[src/inc/rss_pkg.sv]
// Purpose: constants and types for the reset source sequencer
// Assumes: 10 MHz system clock, AXI4-Lite register access
// Notes: offsets are byte addresses of 32-bit words
package rss_pkg;
   // clock rate
   localparam int unsigned CLK_HZ = 10_000_000;
   // power-up timer nominal time
   localparam int unsigned PUT_MS = 64;
   localparam int unsigned PUT_CYC = (PUT_MS * (CLK_HZ / 1000));
   // delay from pin release to run, in oscillator cycles
   localparam int unsigned PIN_RUN_CYC = 10;
   // pin glitch filter length in cycles
   localparam int unsigned PIN_FILT_CYC = 4;
   // register byte offsets
   localparam logic [7:0] OFS_BORCTL = 8'h00;
   localparam logic [7:0] OFS_CAUSE = 8'h04;
   localparam logic [7:0] OFS_STATUS = 8'h08;
   // brown-out control field positions
   localparam int BIT_SOFT_EN = 7;
   localparam int BIT_READY = 0;
   // cause register field positions
   localparam int BIT_SOVER = 7;
   localparam int BIT_SUNDER = 6;
   localparam int BIT_WDT = 4;
   localparam int BIT_PIN = 3;
   localparam int BIT_INSTR = 2;
   localparam int BIT_POR = 1;
   localparam int BIT_BOR = 0;
   // status register field positions
   localparam int BIT_TO = 1;
   localparam int BIT_PDOWN = 0;
   // reset values
   localparam logic SOFT_EN_RST = 1'b1;
   localparam logic [7:0] CAUSE_POR_VAL = 8'h1c;
   localparam logic [1:0] STATUS_POR_VAL = 2'h3;
   // brown-out mode encodings
   localparam logic [1:0] BORM_OFF = 2'h0;
   localparam logic [1:0] BORM_SOFT = 2'h1;
   localparam logic [1:0] BORM_NOSLEEP = 2'h2;
   localparam logic [1:0] BORM_ON = 2'h3;
   // axi answers
   localparam logic [1:0] RESP_OKAY = 2'h0;
   localparam logic [1:0] RESP_SLVERR = 2'h2;
   // start-up sequence states
   typedef enum logic [1:0] {RSS_HOLD, RSS_PUT, RSS_WAIT, RSS_RUN} rss_state_t;
endpackage

[src/hdl/rss_reset_source_sequencer.sv]
// Purpose: merge reset sources, run start-up timers, keep cause flags
// Assumes: all inputs synchronous to aclk; aresetn is the power-on reset
// Notes: flags update on the first cycle of each reset event that stops a running core
// Functional notes
// - mode 01: software bit enables brown-out
// - soft mode skips readiness only when disabled
// - protection starts at ready, ready bit readable
// - mode 00: brown-out off, software bit ignored
// - low-power trip holds reset, clears flag
// - combined brown-out is OR of both trips
// - mode 10 trip holds reset, re-arms power-on
// - low-power trip enabled only by config bit
// - pin reset enabled by program or pin bit
// - low pin holds reset, short pulses filtered
// - pin never driven low by reset
// - disabled pin is input, software pull-up
// - watchdog timeout resets, clears flags
// - reset instruction resets, clears its flag
// - stack faults reset when enabled, set flags
// - programming exit behaves as device reset
// - power-up timer holds reset 64 ms
// - run after timer, pin, oscillator done
// - timers ignore pin; run 10 cycles after
// - power-on and pin reset flag values
// - brown-out reset flag values
// - wake from sleep status bit values
module rss_reset_source_sequencer
   import rss_pkg::*;
#(
   parameter int unsigned PUT_CYCLES = PUT_CYC
)
(
   // clock and power-on reset
   input wire logic aclk,
   input wire logic aresetn,
   // configuration words
   input wire logic [1:0] brownout_mode_cfg,
   input wire logic lowpower_trip_cfg_en,
   input wire logic ext_reset_pin_enable,
   input wire logic lowvolt_program_cfg,
   input wire logic stack_reset_enable,
   input wire logic powerup_timer_enable_n,
   input wire logic osc_needs_ost,
   // analog detectors
   input wire logic bor_trip,
   input wire logic brownout_ready,
   input wire logic lowpower_supply_trip,
   // external pin and its pull-up
   input wire logic ext_reset_pin_n,
   input wire logic sw_pullup_en,
   output logic pin_pullup_en,
   output logic pin_gpio_in,
   output logic pin_oe,
   output logic pin_out,
   // core events
   input wire logic wdt_timeout,
   input wire logic reset_instr,
   input wire logic stack_over,
   input wire logic stack_under,
   input wire logic prog_exit,
   input wire logic sleeping,
   input wire logic wdt_wake,
   input wire logic irq_wake,
   input wire logic ost_done,
   // core reset and detector enable
   output logic core_reset,
   output logic bor_enable,
   // axi4-lite slave
   input wire logic [7:0] s_awaddr,
   input wire logic s_awvalid,
   output logic s_awready,
   input wire logic [31:0] s_wdata,
   input wire logic [3:0] s_wstrb,
   input wire logic s_wvalid,
   output logic s_wready,
   output logic [1:0] s_bresp,
   output logic s_bvalid,
   input wire logic s_bready,
   input wire logic [7:0] s_araddr,
   input wire logic s_arvalid,
   output logic s_arready,
   output logic [31:0] s_rdata,
   output logic [1:0] s_rresp,
   output logic s_rvalid,
   input wire logic s_rready
);
   // start-up sequence
   rss_state_t st_q, st_d;
   logic [31:0] cnt_q, cnt_d;       // power-up and run delay counter
   logic [2:0] filt_q, filt_d;      // pin low filter counter
   logic pin_low_q, pin_low_d;      // filtered pin-low level
   logic pwr_q, pwr_d;              // a power-on/brown-out start pending
   // software registers and flags
   logic soft_en_q, soft_en_d;
   logic [7:0] cause_q, cause_d;
   logic [1:0] status_q, status_d;
   logic rst_q, rst_d;              // previous core reset level
   logic por_q, por_d;              // first cycle after aresetn release
   // axi write channel state
   logic aw_q, aw_d;
   logic [7:0] awa_q, awa_d;
   logic w_q, w_d;
   logic [31:0] wd_q, wd_d;
   logic [3:0] ws_q, ws_d;
   logic bv_q, bv_d;
   logic [1:0] br_q, br_d;
   // axi read channel state
   logic rv_q, rv_d;
   logic [31:0] rd_q, rd_d;
   logic [1:0] rr_q, rr_d;

   // combinational source terms
   logic pin_rst_en, bor_on, bor_evt, lp_evt, gbor, pin_rst, evt_rst;
   logic any_rst, do_wr, wake;

   // decode a register offset; returns 1 when mapped
   function automatic logic mapped(input logic [7:0] a);
      mapped = (a == OFS_BORCTL) || (a == OFS_CAUSE) || (a == OFS_STATUS);
   endfunction

   // source enables and merge
   always_comb
   begin
      pin_rst_en = lowvolt_program_cfg | ext_reset_pin_enable;
      // brown-out enable per mode
      if (brownout_mode_cfg == BORM_OFF)
      begin
         bor_on = 1'b0;
      end
      else if (brownout_mode_cfg == BORM_SOFT)
      begin
         bor_on = soft_en_q;
      end
      else if (brownout_mode_cfg == BORM_NOSLEEP)
      begin
         bor_on = ~sleeping;
      end
      else
      begin
         bor_on = 1'b1;
      end
      // protection acts only once the circuit is ready
      bor_evt = bor_on & brownout_ready & bor_trip;
      lp_evt = lowpower_trip_cfg_en & lowpower_supply_trip;
      gbor = bor_evt | lp_evt;
      pin_rst = pin_rst_en & pin_low_q;
      evt_rst = wdt_timeout | reset_instr | prog_exit
         | (stack_reset_enable & (stack_over | stack_under));
      any_rst = gbor | pin_rst | evt_rst;
      wake = sleeping & (wdt_wake | irq_wake);
   end

   // pin: never driven, pull-up follows mode
   always_comb
   begin
      pin_oe = 1'b0;
      pin_out = 1'b0;
      pin_pullup_en = pin_rst_en ? 1'b1 : sw_pullup_en;
      pin_gpio_in = pin_rst_en ? 1'b1 : ext_reset_pin_n;
      bor_enable = bor_on;
      core_reset = (st_q != RSS_RUN) | any_rst;
   end

   // pin filter and start-up sequence next state
   always_comb
   begin
      filt_d = filt_q;
      pin_low_d = pin_low_q;
      st_d = st_q;
      cnt_d = cnt_q;
      pwr_d = pwr_q;
      // pin must stay low for the filter length to count
      if (ext_reset_pin_n)
      begin
         filt_d = 3'h0;
         pin_low_d = 1'b0;
      end
      else if (32'(filt_q) + 32'h1 >= PIN_FILT_CYC)
      begin
         pin_low_d = 1'b1;
      end
      else
      begin
         filt_d = filt_q + 3'h1;
      end
      // brown-out re-arms power-up sequencing
      if (gbor | (~por_q & ~aresetn))
      begin
         pwr_d = 1'b1;
      end
      case (st_q)
         RSS_HOLD:
         begin
            // wait for brown-out release; soft-off skips readiness
            cnt_d = 32'h0;
            if (!gbor && (!bor_on || brownout_ready))
            begin
               st_d = (pwr_q && !powerup_timer_enable_n) ? RSS_PUT
                  : RSS_WAIT;
            end
         end
         RSS_PUT:
         begin
            // power-up timer runs regardless of the pin
            if (cnt_q + 32'h1 >= PUT_CYCLES)
            begin
               cnt_d = 32'h0;
               st_d = RSS_WAIT;
            end
            else
            begin
               cnt_d = cnt_q + 32'h1;
            end
         end
         RSS_WAIT:
         begin
            // pin released and oscillator ready, then 10 cycles
            if (pin_rst || (osc_needs_ost && !ost_done))
            begin
               cnt_d = 32'h0;
            end
            else if (cnt_q + 32'h1 >= PIN_RUN_CYC)
            begin
               st_d = RSS_RUN;
               pwr_d = 1'b0;
            end
            else
            begin
               cnt_d = cnt_q + 32'h1;
            end
         end
         default:
         begin
            cnt_d = 32'h0;
         end
      endcase
      // any source drops back to hold; a low pin stops only a running
      // core, so the start-up timers keep counting through it
      if (gbor || evt_rst || (pin_rst && st_q == RSS_RUN))
      begin
         st_d = RSS_HOLD;
      end
   end

   // sequencer registers
   always_ff @(posedge aclk)
   begin
      if (!aresetn)
      begin
         st_q <= RSS_HOLD;
         cnt_q <= 32'h0;
         filt_q <= 3'h0;
         pin_low_q <= 1'b0;
         pwr_q <= 1'b1;
      end
      else
      begin
         st_q <= st_d;
         cnt_q <= cnt_d;
         filt_q <= filt_d;
         pin_low_q <= pin_low_d;
         pwr_q <= pwr_d;
      end
   end

   // cause flags, status bits, software writes
   always_comb
   begin
      do_wr = aw_q & w_q & ~bv_q & mapped(awa_q);
      soft_en_d = soft_en_q;
      cause_d = cause_q;
      status_d = status_q;
      rst_d = core_reset;
      por_d = 1'b1;
      // software writes first; hardware events below override them
      if (do_wr && ws_q[0])
      begin
         if (awa_q == OFS_BORCTL)
         begin
            soft_en_d = wd_q[BIT_SOFT_EN];
         end
         else if (awa_q == OFS_CAUSE)
         begin
            cause_d = wd_q[7:0] & 8'hdf;
         end
         else if (awa_q == OFS_STATUS)
         begin
            status_d = wd_q[1:0];
         end
      end
      // cause flags change only on the first cycle of a reset event; status bits also on wake
      if (any_rst && !rst_q)
      begin
         if (gbor)
         begin
            cause_d[BIT_BOR] = 1'b0;
            cause_d[BIT_SOVER] = 1'b0;
            cause_d[BIT_SUNDER] = 1'b0;
            cause_d[BIT_PIN] = 1'b1;
            cause_d[BIT_INSTR] = 1'b1;
            status_d = STATUS_POR_VAL;
         end
         else
         begin
            if (pin_rst)
            begin
               cause_d[BIT_PIN] = 1'b0;
               if (sleeping)
               begin
                  status_d = 2'h2;
               end
            end
            if (wdt_timeout)
            begin
               cause_d[BIT_WDT] = 1'b0;
               status_d[BIT_TO] = 1'b0;
            end
            if (reset_instr)
            begin
               cause_d[BIT_INSTR] = 1'b0;
            end
            if (stack_reset_enable && stack_over)
            begin
               cause_d[BIT_SOVER] = 1'b1;
            end
            if (stack_reset_enable && stack_under)
            begin
               cause_d[BIT_SUNDER] = 1'b1;
            end
         end
      end
      else if (wake)
      begin
         status_d[BIT_PDOWN] = 1'b0;
         status_d[BIT_TO] = ~wdt_wake;
      end
   end

   // flag registers; power-on reset loads flag defaults
   always_ff @(posedge aclk)
   begin
      if (!aresetn)
      begin
         soft_en_q <= SOFT_EN_RST;
         cause_q <= CAUSE_POR_VAL;
         status_q <= STATUS_POR_VAL;
         rst_q <= 1'b1;
         por_q <= 1'b0;
      end
      else
      begin
         soft_en_q <= soft_en_d;
         cause_q <= cause_d;
         status_q <= status_d;
         rst_q <= rst_d;
         por_q <= por_d;
      end
   end

   // axi4-lite channel logic
   always_comb
   begin
      aw_d = aw_q;
      awa_d = awa_q;
      w_d = w_q;
      wd_d = wd_q;
      ws_d = ws_q;
      bv_d = bv_q;
      br_d = br_q;
      rv_d = rv_q;
      rd_d = rd_q;
      rr_d = rr_q;
      s_awready = ~aw_q & ~bv_q;
      s_wready = ~w_q & ~bv_q;
      s_arready = ~rv_q;
      // capture address and data in either order
      if (s_awvalid && s_awready)
      begin
         aw_d = 1'b1;
         awa_d = s_awaddr;
      end
      if (s_wvalid && s_wready)
      begin
         w_d = 1'b1;
         wd_d = s_wdata;
         ws_d = s_wstrb;
      end
      // both held: answer
      if (aw_q && w_q && !bv_q)
      begin
         bv_d = 1'b1;
         br_d = mapped(awa_q) ? RESP_OKAY : RESP_SLVERR;
         aw_d = 1'b0;
         w_d = 1'b0;
      end
      else if (bv_q && s_bready)
      begin
         bv_d = 1'b0;
      end
      // read: decode and register the data
      if (s_arvalid && s_arready)
      begin
         rv_d = 1'b1;
         rr_d = RESP_OKAY;
         if (s_araddr == OFS_BORCTL)
         begin
            rd_d = {24'h0, soft_en_q, 6'h0, brownout_ready};
         end
         else if (s_araddr == OFS_CAUSE)
         begin
            rd_d = {24'h0, cause_q};
         end
         else if (s_araddr == OFS_STATUS)
         begin
            rd_d = {30'h0, status_q};
         end
         else
         begin
            rd_d = 32'h0;
            rr_d = RESP_SLVERR;
         end
      end
      else if (rv_q && s_rready)
      begin
         rv_d = 1'b0;
      end
      s_bvalid = bv_q;
      s_bresp = br_q;
      s_rvalid = rv_q;
      s_rdata = rd_q;
      s_rresp = rr_q;
   end

   // axi registers
   always_ff @(posedge aclk)
   begin
      if (!aresetn)
      begin
         aw_q <= 1'b0;
         awa_q <= 8'h00;
         w_q <= 1'b0;
         wd_q <= 32'h0;
         ws_q <= 4'h0;
         bv_q <= 1'b0;
         br_q <= 2'h0;
         rv_q <= 1'b0;
         rd_q <= 32'h0;
         rr_q <= 2'h0;
      end
      else
      begin
         aw_q <= aw_d;
         awa_q <= awa_d;
         w_q <= w_d;
         wd_q <= wd_d;
         ws_q <= ws_d;
         bv_q <= bv_d;
         br_q <= br_d;
         rv_q <= rv_d;
         rd_q <= rd_d;
         rr_q <= rr_d;
      end
   end
endmodule

[config.mk]
export PLATFORM = sky130hd
export DESIGN_NAME = rss_reset_source_sequencer
export DESIGN_NICKNAME = d
export VERILOG_FILES = /design/src/inc/rss_pkg.sv /design/src/hdl/rss_reset_source_sequencer.sv
export SDC_FILE = /design/constraint.sdc
export NUM_CORES = 1
export LEC_CHECK = 0
export BUFFER_PORTS_ARGS = -buffer_cell sky130_fd_sc_hd__buf_2
export CAP_MARGIN = 0
export CORE_MARGIN = 1.5
export CORE_UTILIZATION = 45
export CTS_BUF_LIST = sky130_fd_sc_hd__clkbuf_2
export CTS_CLUSTER_SIZE = 8
export DETAILED_ROUTE_END_ITERATION = 10
export PLACE_DENSITY = 0.7
export SLEW_MARGIN = 30
export SYNTH_ARGS = -nofsm -noshare
export SYNTH_HDL_FRONTEND = slang
export SYNTH_SLANG_ARGS = --single-unit
[constraint.sdc]
create_clock -name aclk -period 2.75 [get_ports aclk]
set_input_delay 0.275 -clock aclk [delete_from_list [all_inputs] [get_ports aclk]]
set_output_delay 0.275 -clock aclk [all_outputs]
set_load 0.005 [all_outputs]
# Word-level counts from Yosys, hierarchy flattened
# Cells that the tools add are included.
dict set report word_totals {
  regBits 108
  input_bits 81
  output_inout_bits 47
}
dict set report op_classes {
  addsub 3
  n_lt_le_gt_ge 3
  n_eq_ne 15
  n_mux 56
  bitwise 32
  reduce_logical 40
}
# op n
set op_table {}
lappend op_table {{32-bit two-way mux} 3}
lappend op_table {{32-bit case mux with 2 select lines} 1}
lappend op_table {{2-bit two-way mux} 22}
lappend op_table {{8-bit two-way mux} 5}
lappend op_table {{32-bit by 1-bit adder with 32-bit output (second input constant)} 1}
lappend op_table {{32-bit by 20-bit >= comparator with 1-bit output (second input constant)} 1}
lappend op_table {{32-bit by 4-bit >= comparator with 1-bit output (second input constant)} 1}
lappend op_table {{1-bit two-way mux} 23}
lappend op_table {{8-bit by 3-bit equality test with 1-bit output (second input constant)} 2}
lappend op_table {{8-bit by 4-bit equality test with 1-bit output (second input constant)} 2}
lappend op_table {{8-bit logical NOT} 2}
lappend op_table {{1-bit logical AND} 15}
lappend op_table {{1-bit bitwise AND} 12}
lappend op_table {{1-bit bitwise OR} 11}
lappend op_table {{2-bit inequality test (second input constant)} 5}
lappend op_table {{1-bit NOT} 9}
lappend op_table {{2-bit equality test (second input constant)} 3}
lappend op_table {{1-bit logical NOT} 6}
lappend op_table {{1-bit logical OR} 6}
lappend op_table {{2-bit case mux with 3 select lines} 1}
lappend op_table {{2-bit OR reduction} 3}
lappend op_table {{5-bit AND reduction} 1}
lappend op_table {{3-bit by 1-bit adder with 4-bit output (second input constant)} 1}
lappend op_table {{2-bit by 1-bit equality test with 1-bit output (second input constant)} 2}
lappend op_table {{9 further kinds} 11}

# Depth between registers and ports, before layout
# Gate-level depths: netlist of run 1.
dict set report depth {
  word_depth 12
  depth_mapped 12
}

# Worst setup path after synthesis of run 1
# No wires, ideal clock.
dict set report synth_timing {
  kind {reg-to-reg}
  start {register cnt_q[0]}
  end {register cnt_q[10]}
  t_arrival_ns 2.807
  path_slack_ns -0.171
  path_stages_with_launch 13
  n_path_buf 3
  path_cell_list {dfxtp_1 -> ha_1 -> inv_2 -> or3_1 -> buf_2 -> mux2_2 -> nand3_1 -> nor4_4 -> nand4_2 -> and3_1 -> buf_6 -> buf_6 -> a21o_1}
}
dict set report synth_via {
  elab_chain_cells 4
  word_cells_on_any_way 8
}
# item line_no
set synth_rtl {}
lappend synth_rtl {{from (decl)} rss_reset_source_sequencer.sv:89} ;# logic [31:0] cnt_q, cnt_d;
lappend synth_rtl {{from (signal assigned)} rss_reset_source_sequencer.sv:259} ;# cnt_q <= cnt_d;
lappend synth_rtl {{32-bit by 1-bit adder with 32-bit output (*)} -}
lappend synth_rtl {{32-bit by 20-bit >= comparator with 1-bit output / 32-bit two-way mux (equally long branches)} {rss_reset_source_sequencer.sv:205, rss_reset_source_sequencer.sv:222}}
lappend synth_rtl {{32-bit two-way mux (on tied branches)} {rss_reset_source_sequencer.sv:205, rss_reset_source_sequencer.sv:218}}
lappend synth_rtl {{32-bit case mux with 2 select lines} rss_reset_source_sequencer.sv:191} ;# case (st_q)
# Mark *: on every way between the ends. The rest lies on a longest branch, timed or not. The select of a mux whose other input is x is not followed.
# A chain may end at the register's enable or synchronous reset.

# Worst setup path in the final report of run 1
dict set report layout_timing {
  start {register cnt_q[0]}
  end {register cnt_q[1]}
}
# Same word-level chain as after synthesis.

==> impl_metrics.yaml, run 1 <==
clocking:
  cts.reportedPaths.clkPinSlew_ns: 0.22
  clk_latency_ns: 0.60
  cts-root-buf: "clkbuf_2"
  cts_tree: "built"
  cts_buffers: 9
  h-tree-depth: 3
  cts_buffer_depth: 2
  cts_sinks: 79
layout:
  final_area_sq_mm: 0.006287
  area_delta_synth_final_pct: 34.94
  nNetsFinal: 839
  fillers: 841
  finish.utilization: 0.6345
  finalNonFillerCells: 890
  layout-drive-gt1-share: 0.3095
logic_synthesis:
  ys_warn_count: 0
  async_flop_share: 0
  synth_commonest_cells: "79 x dfxtp_1, 70 x nand2_1, 41 x nor2_1"
  ys_ff_latch: 79
  synthCells: 584
  post-synth-top-count-cell: "dfxtp_1"
  yosysTopAreaCell: "dfxtp_1"
  mappedNetlistArea_sq_mm: 0.004659
  synth_edf_count: 0
  avgSynthCellArea_sq_um: 7.979
  ys.flop_type: "dfxtp_1"
  ys_seq_area_frac: 0.3394
  netlist_top_cells_area: "dfxtp_1 34%, nand2_1 5.6%, buf_4 4.8%"
  yosys.area.top_type_share: 0.3394
  synthDistinctLibCells: 63
global_route:
  grt_overflow: 0
  grt_pass1_wl_mm: 22.11
  grt_pass1_vias: 4821
  track_usage: 0.2492
  grt_max_degree: 28
  antenna_found_initial: 1
worst_setup_path:
  critical_path.max_stage_delay_ns: 0.45
  crit_buf_inv: 2
  crit_type: "register to register"
  r2r_setup_slack_ns: -0.07
  crit_chain: "ha_4 -> inv_4 -> or3_4 -> mux2i_1 -> a2111o_1 -> nor4_4 -> buf_4 -> mux2i_4 -> or3b_1 -> a21oi_1"
  required_ns: 3.27
  slowest_stage: "a2111o_1"
  critPathArrivalTime_ns: 3.34
  setup.worst_path.end_class: "register"
  cpLargestDelayFamily: "simple AND/OR/NAND/NOR gates"
  worstPathMaxFanout: 7
  startpoint_type: "register"
sta:
  fmax_ghz: 0.3548
  worst_slew_pin_slew_ns: 0.7738
  skew_ns: 0.02986
  setup_slack_ns: -0.06841
  hold_ws_ns: 0.02646
  hold_viol: 0
  fin_crit_sh: 1.025
  rsz0062_at_grt: "yes"
  max-slew-margin-rel: 0.4787
  maxSlewViolCount: 0
  fin_crit_ns: 2.818
  finalSetupViolations: 34
placed_design:
  finalWeightedCongestion: 0.8710
  placed_area_sq_mm: 0.005522
  post-place-ws_ns: -0.2609
  dp_cells: 834
  port_buffers: 70
  dp_hpwl_mm: 9.250
run:
  cap_violations: 0
drt:
  routedWlPerCell_um: 15.22
  viasPerCell: 5.593
  drc: 0
  dr_total_vias: 4978
  drtAntennaViolNets: 0
  drt_iter0_drc: 381
  firstDrtPassIters: 4
  routed_wl_mm: 13.54
power:
  ir_worst_vdd_v: 0.0002340
  leakage_uw: 0.002711
  power_density_mw_per_mm2: 336.7
floorplanning:
  start_util: 0.4702
  num_rows: 36
  ios: 128
  die-area_sq_mm: 0.01097
  die_w_um: 104.8
  fp.dieH_um: 104.8
  core_sq_mm: 0.009910
hold_path:
  hold_class: "input pin to register"
status:
  violations: "negative setup slack"
  status: "finished, violations left"
routing by layer:
layer,up-vias,track usage,routed length [um]
met5,-,0,0
met4,0,0.1272,452
met3,34,0.03244,600
met2,158,0.4248,6602
met1,2395,0.3063,5887
li1,2391,-,-
sequential cells by signal, summed over array words and instances (netlist names), 2 cells and up:
register,flops
cause_q,7
filt_q,3
st_q,2
cnt_q,32
awa_q,8
wd_q,7
s_rdata,7
status_q,2
cell families after synthesis:
| group | after synthesis | synth area share |
|---|---|---|
| AND/OR/NAND/NOR | 261 | 0.2991 |
| AO/OA/AOI/OAI | 131 | 0.1866 |
| flip-flops | 79 | 0.3394 |
| buffers and inverters | 76 | 0.09264 |
| multiplexers | 23 | 0.05129 |
| adder cells (fa/ha/maj) | 7 | 0.01880 |
| XOR/XNOR | 6 | 0.01128 |
| other | 1 | 0.0008048 |
path summary, 6_finish.rpt:
path                                       startpoint  cells after the start                     end
worst min register to register  awa_q[1]$_SDFFE_PN0P_                      2   awa_q[1]$_SDFFE_PN0P_
worst max-delay path            cnt_q[0]$_SDFFE_PN0P_                     10   cnt_q[1]$_SDFFE_PN0P_
worst max register to register  cnt_q[0]$_SDFFE_PN0P_                     10   cnt_q[1]$_SDFFE_PN0P_
worst min-delay path                         irq_wake                      4  status_q[0]$_SDFF_PN1_
final cells by class:
class	count	area (sq um)	share of cell area
Antenna cell	1	2.502	0.0003980
Clock buffer	9	45.04	0.007164
Clock inverter	7	78.83	0.01254
Inverter	18	70.07	0.01114
Multi-Input combinational cell	458	2992	0.4758
Sequential cell	79	1605	0.2553
Tap cell	133	166.4	0.02647
Timing Repair Buffer	185	1328	0.2111
through the flow:
stage / TNS [ns] / power [uW]
final: -1.174 / 2117
after global placement: -5.178 / 1400
after CTS: 0 / 2127
after global routing: -4.689 / 2206
after detailed placement: -6.904 / 1408
after floorplan: -0.6945 / 1351
worst reg2reg max path, delay by kind of cell (launching register included):
family	cells	cell delay [ns]
AO/OA/AOI/OAI	2	0.57
adder cells (fa/ha/maj)	1	0.15
buffers and inverters	2	0.25
flip-flops	1	0.43
multiplexers	2	0.27
AND/OR/NAND/NOR	3	1.08
report_power, final:
| part | internal, uW | switching, uW | total [uW] |
|---|---|---|---|
| Clock | 223 | 476 | 699 |
| Combinational | 101 | 127 | 227 |
| Sequential | 1170 | 18.9 | 1190 |
cell usage in the layout, fill, tap and decap left out, drive strengths merged, types with 4 or more instances in the layout:
| cell | netlist | final |
|---|---|---|
| o211ai | 4 | 4 |
| nand2 | 70 | 70 |
| clkbuf | 15 | 9 |
| inv | 18 | 21 |
| and3 | 6 | 6 |
| dlygate4sd3 | 0 | 25 |
| and2 | 18 | 18 |
| or2 | 5 | 5 |
| dfxtp | 79 | 79 |
| a211oi | 19 | 19 |
| nor2b | 4 | 4 |
| o21ai | 23 | 23 |
| a2111oi | 6 | 6 |
| nor4 | 9 | 9 |
| a22oi | 5 | 5 |
| buf | 43 | 160 |
| or3 | 17 | 17 |
| or4 | 5 | 5 |
| nand3 | 28 | 28 |
| xnor2 | 5 | 5 |
| nand3b | 5 | 5 |
| a21oi | 36 | 36 |
| nor3 | 15 | 15 |
| conb | 1 | 29 |
| mux2 | 4 | 4 |
| and4 | 5 | 5 |
| mux2i | 19 | 20 |
| a21o | 15 | 15 |
| ha | 7 | 7 |
| nand2b | 8 | 8 |
| nand4 | 15 | 15 |
| nor2 | 41 | 41 |
timing repair:
item	in CTS	in global routing
hold endpoints to repair	22	0
endpoints found under the setup margin	35	36
pin swaps	15	6
setup buffers	12	0
cloned	2	0
hold buffers	25	0
resized for setup	41	18
Note: power is estimated with default switching activity, not from simulation.
==> run 2: changes to the inputs <==
--- a/config.mk
+++ b/config.mk
@@ -10,9 +10,10 @@
 export CORE_MARGIN = 1.5
 export CORE_UTILIZATION = 45
 export CTS_BUF_LIST = sky130_fd_sc_hd__clkbuf_2
-export CTS_CLUSTER_SIZE = 8
+export CTS_CLUSTER_SIZE = 28
 export DETAILED_ROUTE_END_ITERATION = 10
 export PLACE_DENSITY = 0.7
+export RECOVER_POWER = 50
 export SLEW_MARGIN = 30
 export SYNTH_ARGS = -nofsm -noshare
 export SYNTH_HDL_FRONTEND = slang
==> impl_metrics.yaml, run 2 (synthesis results as in run 1) <==
layout:
  multiInputGateArea_sq_mm: 0.002992
  area_delta_synth_final_pct: 34.91
  final_common_cell: "buf_4"
  seq_area_sq_mm: 0.001605
  largest_register_ffs: 32
  layout-drive-gt1-share: 0.3056
  final_area_sq_mm: 0.006286
  reg.largest.list: "cnt_q x32, awa_q x8"
  finish.utilization: 0.6343
  nNetsFinal: 839
  layout_common_cells: "81 x buf_4, 69 x nand2_1, 68 x dfxtp_1"
  regMostFlops: "cnt_q"
  fillers: 842
worst_setup_path:
  crit_type: "register to register"
  critPathArrivalTime_ns: 3.33
  slowest_stage: "or4_4"
  critical_path.max_stage_delay_ns: 0.51
  worstPathMaxFanout: 6
  crit_chain: "nand4_1 -> buf_6 -> or4_4 -> o21a_1 -> nor4b_4 -> nand4_1 -> or3_4 -> or3b_1 -> a21oi_1"
  required_ns: 3.27
  cpMostUsedCell: "nand4_1"
  crit_buf_inv: 1
  setup.worst_path.end_class: "register"
  cpLargestDelayFamily: "simple AND/OR/NAND/NOR gates"
  startpoint_type: "register"
global_route:
  grt_use_met2: 0.4248
  grtUsageMet1: 0.3063
  grt_pass1_vias: 4821
  grt_busiest_layer: "met2"
  grt_pass1_wl_mm: 22.11
  antenna_found_initial: 1
  track_usage: 0.2492
  grt_overflow: 0
  grt_max_degree: 28
  grtUsageMet3: 0.03244
floorplanning:
  die_w_um: 104.8
  ios: 128
  num_rows: 36
  core_sq_mm: 0.009910
  fp.dieH_um: 104.8
  die-area_sq_mm: 0.01097
  start_util: 0.4702
clocking:
  cts.reportedPaths.clkPinSlew_ns: 0.27
  cts_sinks: 79
  cts_buffers: 9
  cts-root-buf: "clkbuf_2"
  h-tree-depth: 3
  clk_latency_ns: 0.60
  cts_buffer_depth: 2
  cts_tree: "built"
placed_design:
  finalWeightedCongestion: 0.8710
  dp_hpwl_mm: 9.250
  port_buffers: 70
  placed_area_sq_mm: 0.005522
sta:
  rsz0062_at_grt: "yes"
  hold_ws_ns: 0.03054
  fin_crit_sh: 1.024
  maxSlewViolCount: 0
  fmax_ghz: 0.3551
  finalSetupViolations: 34
  worst_slew_pin_slew_ns: 0.7418
  max-slew-margin-rel: 0.5003
  skew_ns: 0.03313
  setup_slack_ns: -0.06574
  fin_crit_ns: 2.816
  hold_viol: 0
status:
  violations: "negative setup slack"
  status: "finished, violations left"
drt:
  viasPerCell: 5.605
  drt_iter0_drc: 329
  drc: 0
  routed_wl_mm: 13.55
  routedWlPerCell_um: 15.21
  dr_total_vias: 4994
  drtAntennaViolNets: 0
  firstDrtPassIters: 4
run:
  cap_violations: 0
power:
  seqPwrFrac: 0.561
  comb_power_share: 0.107
  p_clk_frac: 0.332
  p_int_uw: 1494
  sw_frac_of_total: 0.2958
  leakage_uw: 0.002702
  ir_worst_vdd_v: 0.0002338
  p_switching_uw: 627.6
  power_density_mw_per_mm2: 337.6
hold_path:
  hold_class: "input pin to register"
run 2: power by group through the flow:
stage	logic (uW)	clock network, uW	registers (uW)
after floorplan	139	0	1210
after global placement	185	0	1210
after detailed placement	191	0	1220
after CTS	220	715	1190
after global routing	252	757	1200
final	227	704	1190
run 2: metal layers:
metal / part of all wire / wire length, um
met1: 0.43 / 5883
met2: 0.49 / 6642
met3: 0.045 / 616
met4: 0.030 / 410
met5: 0 / 0
run 2: cell type report:
class                   instances  area share
diodes                          2   0.0007962
clock inverters                 7     0.01254
clock buffers                   9    0.007166
repair buffers                185      0.2106
multi-input cells             458      0.4759
well taps                     133     0.02647
flip-flops and latches         79      0.2554
inverters                      18     0.01115
run 2: worst register-to-register path: stages, from the launching register on:
cell	delay (ns)
dfxtp_2	0.40
nand4_1	0.11
buf_6	0.15
or4_4	0.52
o21a_1	0.22
nor4b_4	0.33
nand4_1	0.12
or3_4	0.38
or3b_1	0.39
a21oi_1	0.12
run 2: repair_timing:
action	CTS	global route
pin swaps	15	6
setup buffers	12	0
cloned	2	0
hold endpoints to repair	22	0
gates resized for setup	41	18
hold buffers	25	0
setup endpoints to repair	35	36
run 2: path summary, 6_finish.rpt:
check                                      startpoint  slack, ns  cells after the start                      to
worst min register to register  awa_q[1]$_SDFFE_PN0P_       0.48                      2   awa_q[1]$_SDFFE_PN0P_
worst max-delay path            cnt_q[2]$_SDFFE_PN0P_      -0.07                      9   cnt_q[1]$_SDFFE_PN0P_
worst min-delay path                  ext_reset_pin_n       0.03                      3  pin_low_q$_SDFFE_PP0P_
worst max register to register  cnt_q[2]$_SDFFE_PN0P_      -0.07                      9   cnt_q[1]$_SDFFE_PN0P_
run 2: per-stage QoR:
step	TNS, ns	setup slack, ns	std cells	power, uW
6_report	-1.018	-0.06574	891	2122
5_1_grt	-4.689	-0.1830	890	2205
4_1_cts	0	0.001642	889	2127
3_5_place_dp	-6.904	-0.2609	834	1408
3_3_place_gp	-5.178	-0.1973	834	1400
2_1_floorplan	-0.6945	-0.04670	612	1351
==> run 3: changes to the inputs <==
--- a/config.mk
+++ b/config.mk
@@ -12,6 +12,7 @@
 export CTS_BUF_LIST = sky130_fd_sc_hd__clkbuf_2
 export CTS_CLUSTER_SIZE = 28
 export DETAILED_ROUTE_END_ITERATION = 10
+export HOLD_SLACK_MARGIN = 0.15
 export PLACE_DENSITY = 0.7
 export RECOVER_POWER = 50
 export SLEW_MARGIN = 30
==> impl_metrics.yaml, run 3 (synthesis results as in run 1) <==
placed_design:
  finalWeightedCongestion: 0.8710
  port_buffers: 70
  dp_hpwl_mm: 9.250
  post-place-ws_ns: -0.2609
drt:
  drtAntennaViolNets: 0
  viasPerCell: 5.622
  routed_wl_mm: 14.75
  drt_iter0_drc: 395
  drc: 0
  firstDrtPassIters: 5
  dr_total_vias: 5178
  routedWlPerCell_um: 16.01
sta:
  maxSlewViolCount: 0
  rsz0062_at_grt: "yes"
  fmax_ghz: 0.3489
  setup_slack_ns: -0.1158
  skew_ns: 0.05018
  max-slew-margin-rel: 0.1412
  hold_viol: 0
  finalSetupViolations: 34
  fin_crit_ns: 2.866
  worst_slew_pin_slew_ns: 1.288
  fin_crit_sh: 1.042
layout:
  nNetsFinal: 869
  fillers: 793
  layout-drive-gt1-share: 0.2850
  reg.largest.list: "cnt_q x32, awa_q x8"
  largest_register_ffs: 32
  regMostFlops: "cnt_q"
  layout_common_cells: "80 x buf_4, 69 x nand2_1, 68 x dfxtp_1"
  final_common_cell: "buf_4"
  area_delta_synth_final_pct: 41.22
  finish.utilization: 0.6640
worst_setup_path:
  r2r-start: "cnt_q[2]$_SDFFE_PN0P_"
  worstPathMaxFanout: 6
  setup.worst_path.end_class: "register"
  r2r_setup_slack_ns: -0.12
  startpoint_type: "register"
  reg2reg_depth: 10
  required_ns: 3.27
  critPathArrivalTime_ns: 3.39
  crit_type: "register to register"
  worst_r2r_endpoint: "cnt_q[1]$_SDFFE_PN0P_"
global_route:
  grt_pass1_wl_mm: 23.60
  grt_pass1_vias: 5089
  antenna_found_initial: 2
  grt_overflow: 0
  track_usage: 0.2665
  grt_max_degree: 28
status:
  status: "finished, violations left"
  violations: "negative setup slack"
floorplanning:
  core_sq_mm: 0.009910
  num_rows: 36
  die-area_sq_mm: 0.01097
  fp.dieH_um: 104.8
  start_util: 0.4702
  die_w_um: 104.8
  ios: 128
power:
  power_uw: 2170
  power_density_mw_per_mm2: 329.7
  ir_worst_vdd_v: 0.0002545
  leakage_uw: 0.002826
clocking:
  cts_buffers: 9
  clk_latency_ns: 0.61
  cts.reportedPaths.clkPinSlew_ns: 0.28
  cts_tree: "built"
  cts_buffer_depth: 2
  cts-root-buf: "clkbuf_2"
  h-tree-depth: 3
  cts_sinks: 79
hold_path:
  min_path_cells: 4
  hold_class: "input pin to register"
  worstHoldStart: "lowpower_trip_cfg_en"
  hold_path_end: "rst_q$_SDFF_PN1_"
run:
  cap_violations: 0
==> run 3: routing by layer <==
layer  wire [um]  GRT usage
met5           0          0
met2        7211     0.4570
met3         770    0.03868
met1        6206     0.3179
met4         558     0.1487
==> run 3: what timing repair did <==
action,4_1_cts,5_1_grt
pin swaps,15,7
endpoints found under the hold margin,40,0
cloned,2,0
gates resized for setup,41,19
setup endpoints to repair,35,36
setup buffers,12,0
hold buffers,55,0
==> run 3: critical path: stages (launching register included) <==
cell and delay (ns):
dfxtp_2 0.40, nand4_1 0.11, buf_6 0.15, or3_4 0.34, mux2i_2 0.18, a2111o_1 0.45, nor4_4 0.32, buf_4 0.20
mux2i_4 0.11, or3b_1 0.39, a21oi_2 0.12
==> run 3: area by class of cell <==
| type | instances | area, sq um | share of cell area |
|---|---|---|---|
| antenna | 2 | 5.005 | 0.0007606 |
| clock buffer | 9 | 45.04 | 0.006845 |
| clock inverter | 7 | 78.83 | 0.01198 |
| inverter | 18 | 70.07 | 0.01065 |
| multi-input combinational | 458 | 2999 | 0.4558 |
| sequential | 79 | 1605 | 0.2440 |
| tap | 133 | 166.4 | 0.02529 |
| timing repair buffer | 215 | 1610 | 0.2447 |
==> run 3: stage by stage <==
step	setup TNS (ns)	instance area [sq um]	instances	hold slack, ns
4_1_cts	0	6504	919	0.1586
2_1_floorplan	-0.6945	4801	612	0.3740
6_report	-2.138	6580	921	0.1768
3_3_place_gp	-5.178	5522	834	0.4396
5_1_grt	-6.896	6580	921	0.2282
3_5_place_dp	-6.904	5522	834	0.4509
==> run 3: how the worst max path moves through the flow <==
stage / slack (ns) / start / endpoint
finish: -0.12 / cnt_q[2]$_SDFFE_PN0P_ / cnt_q[1]$_SDFFE_PN0P_
global placement: -0.20 / cnt_q[5]$_SDFFE_PN0P_ / cnt_q[9]$_SDFFE_PN0P_
global route: -0.25 / cnt_q[11]$_SDFFE_PN0P_ / cnt_q[9]$_SDFFE_PN0P_
floorplan: -0.05 / cnt_q[3]$_SDFFE_PN0P_ / cnt_q[13]$_SDFFE_PN0P_
CTS: 0.002 / cnt_q[8]$_SDFFE_PN0P_ / cnt_q[1]$_SDFFE_PN0P_
detailed placement: -0.26 / cnt_q[5]$_SDFFE_PN0P_ / cnt_q[19]$_SDFFE_PN0P_
==> run 3: power by group <==
| part | switching (uW) | leakage (uW) | internal [uW] |
|---|---|---|---|
| Sequential | 20.2 | 0.000648 | 1170 |
| Clock | 485 | 0.0000773 | 223 |
| Combinational | 141 | 0.00210 | 129 |
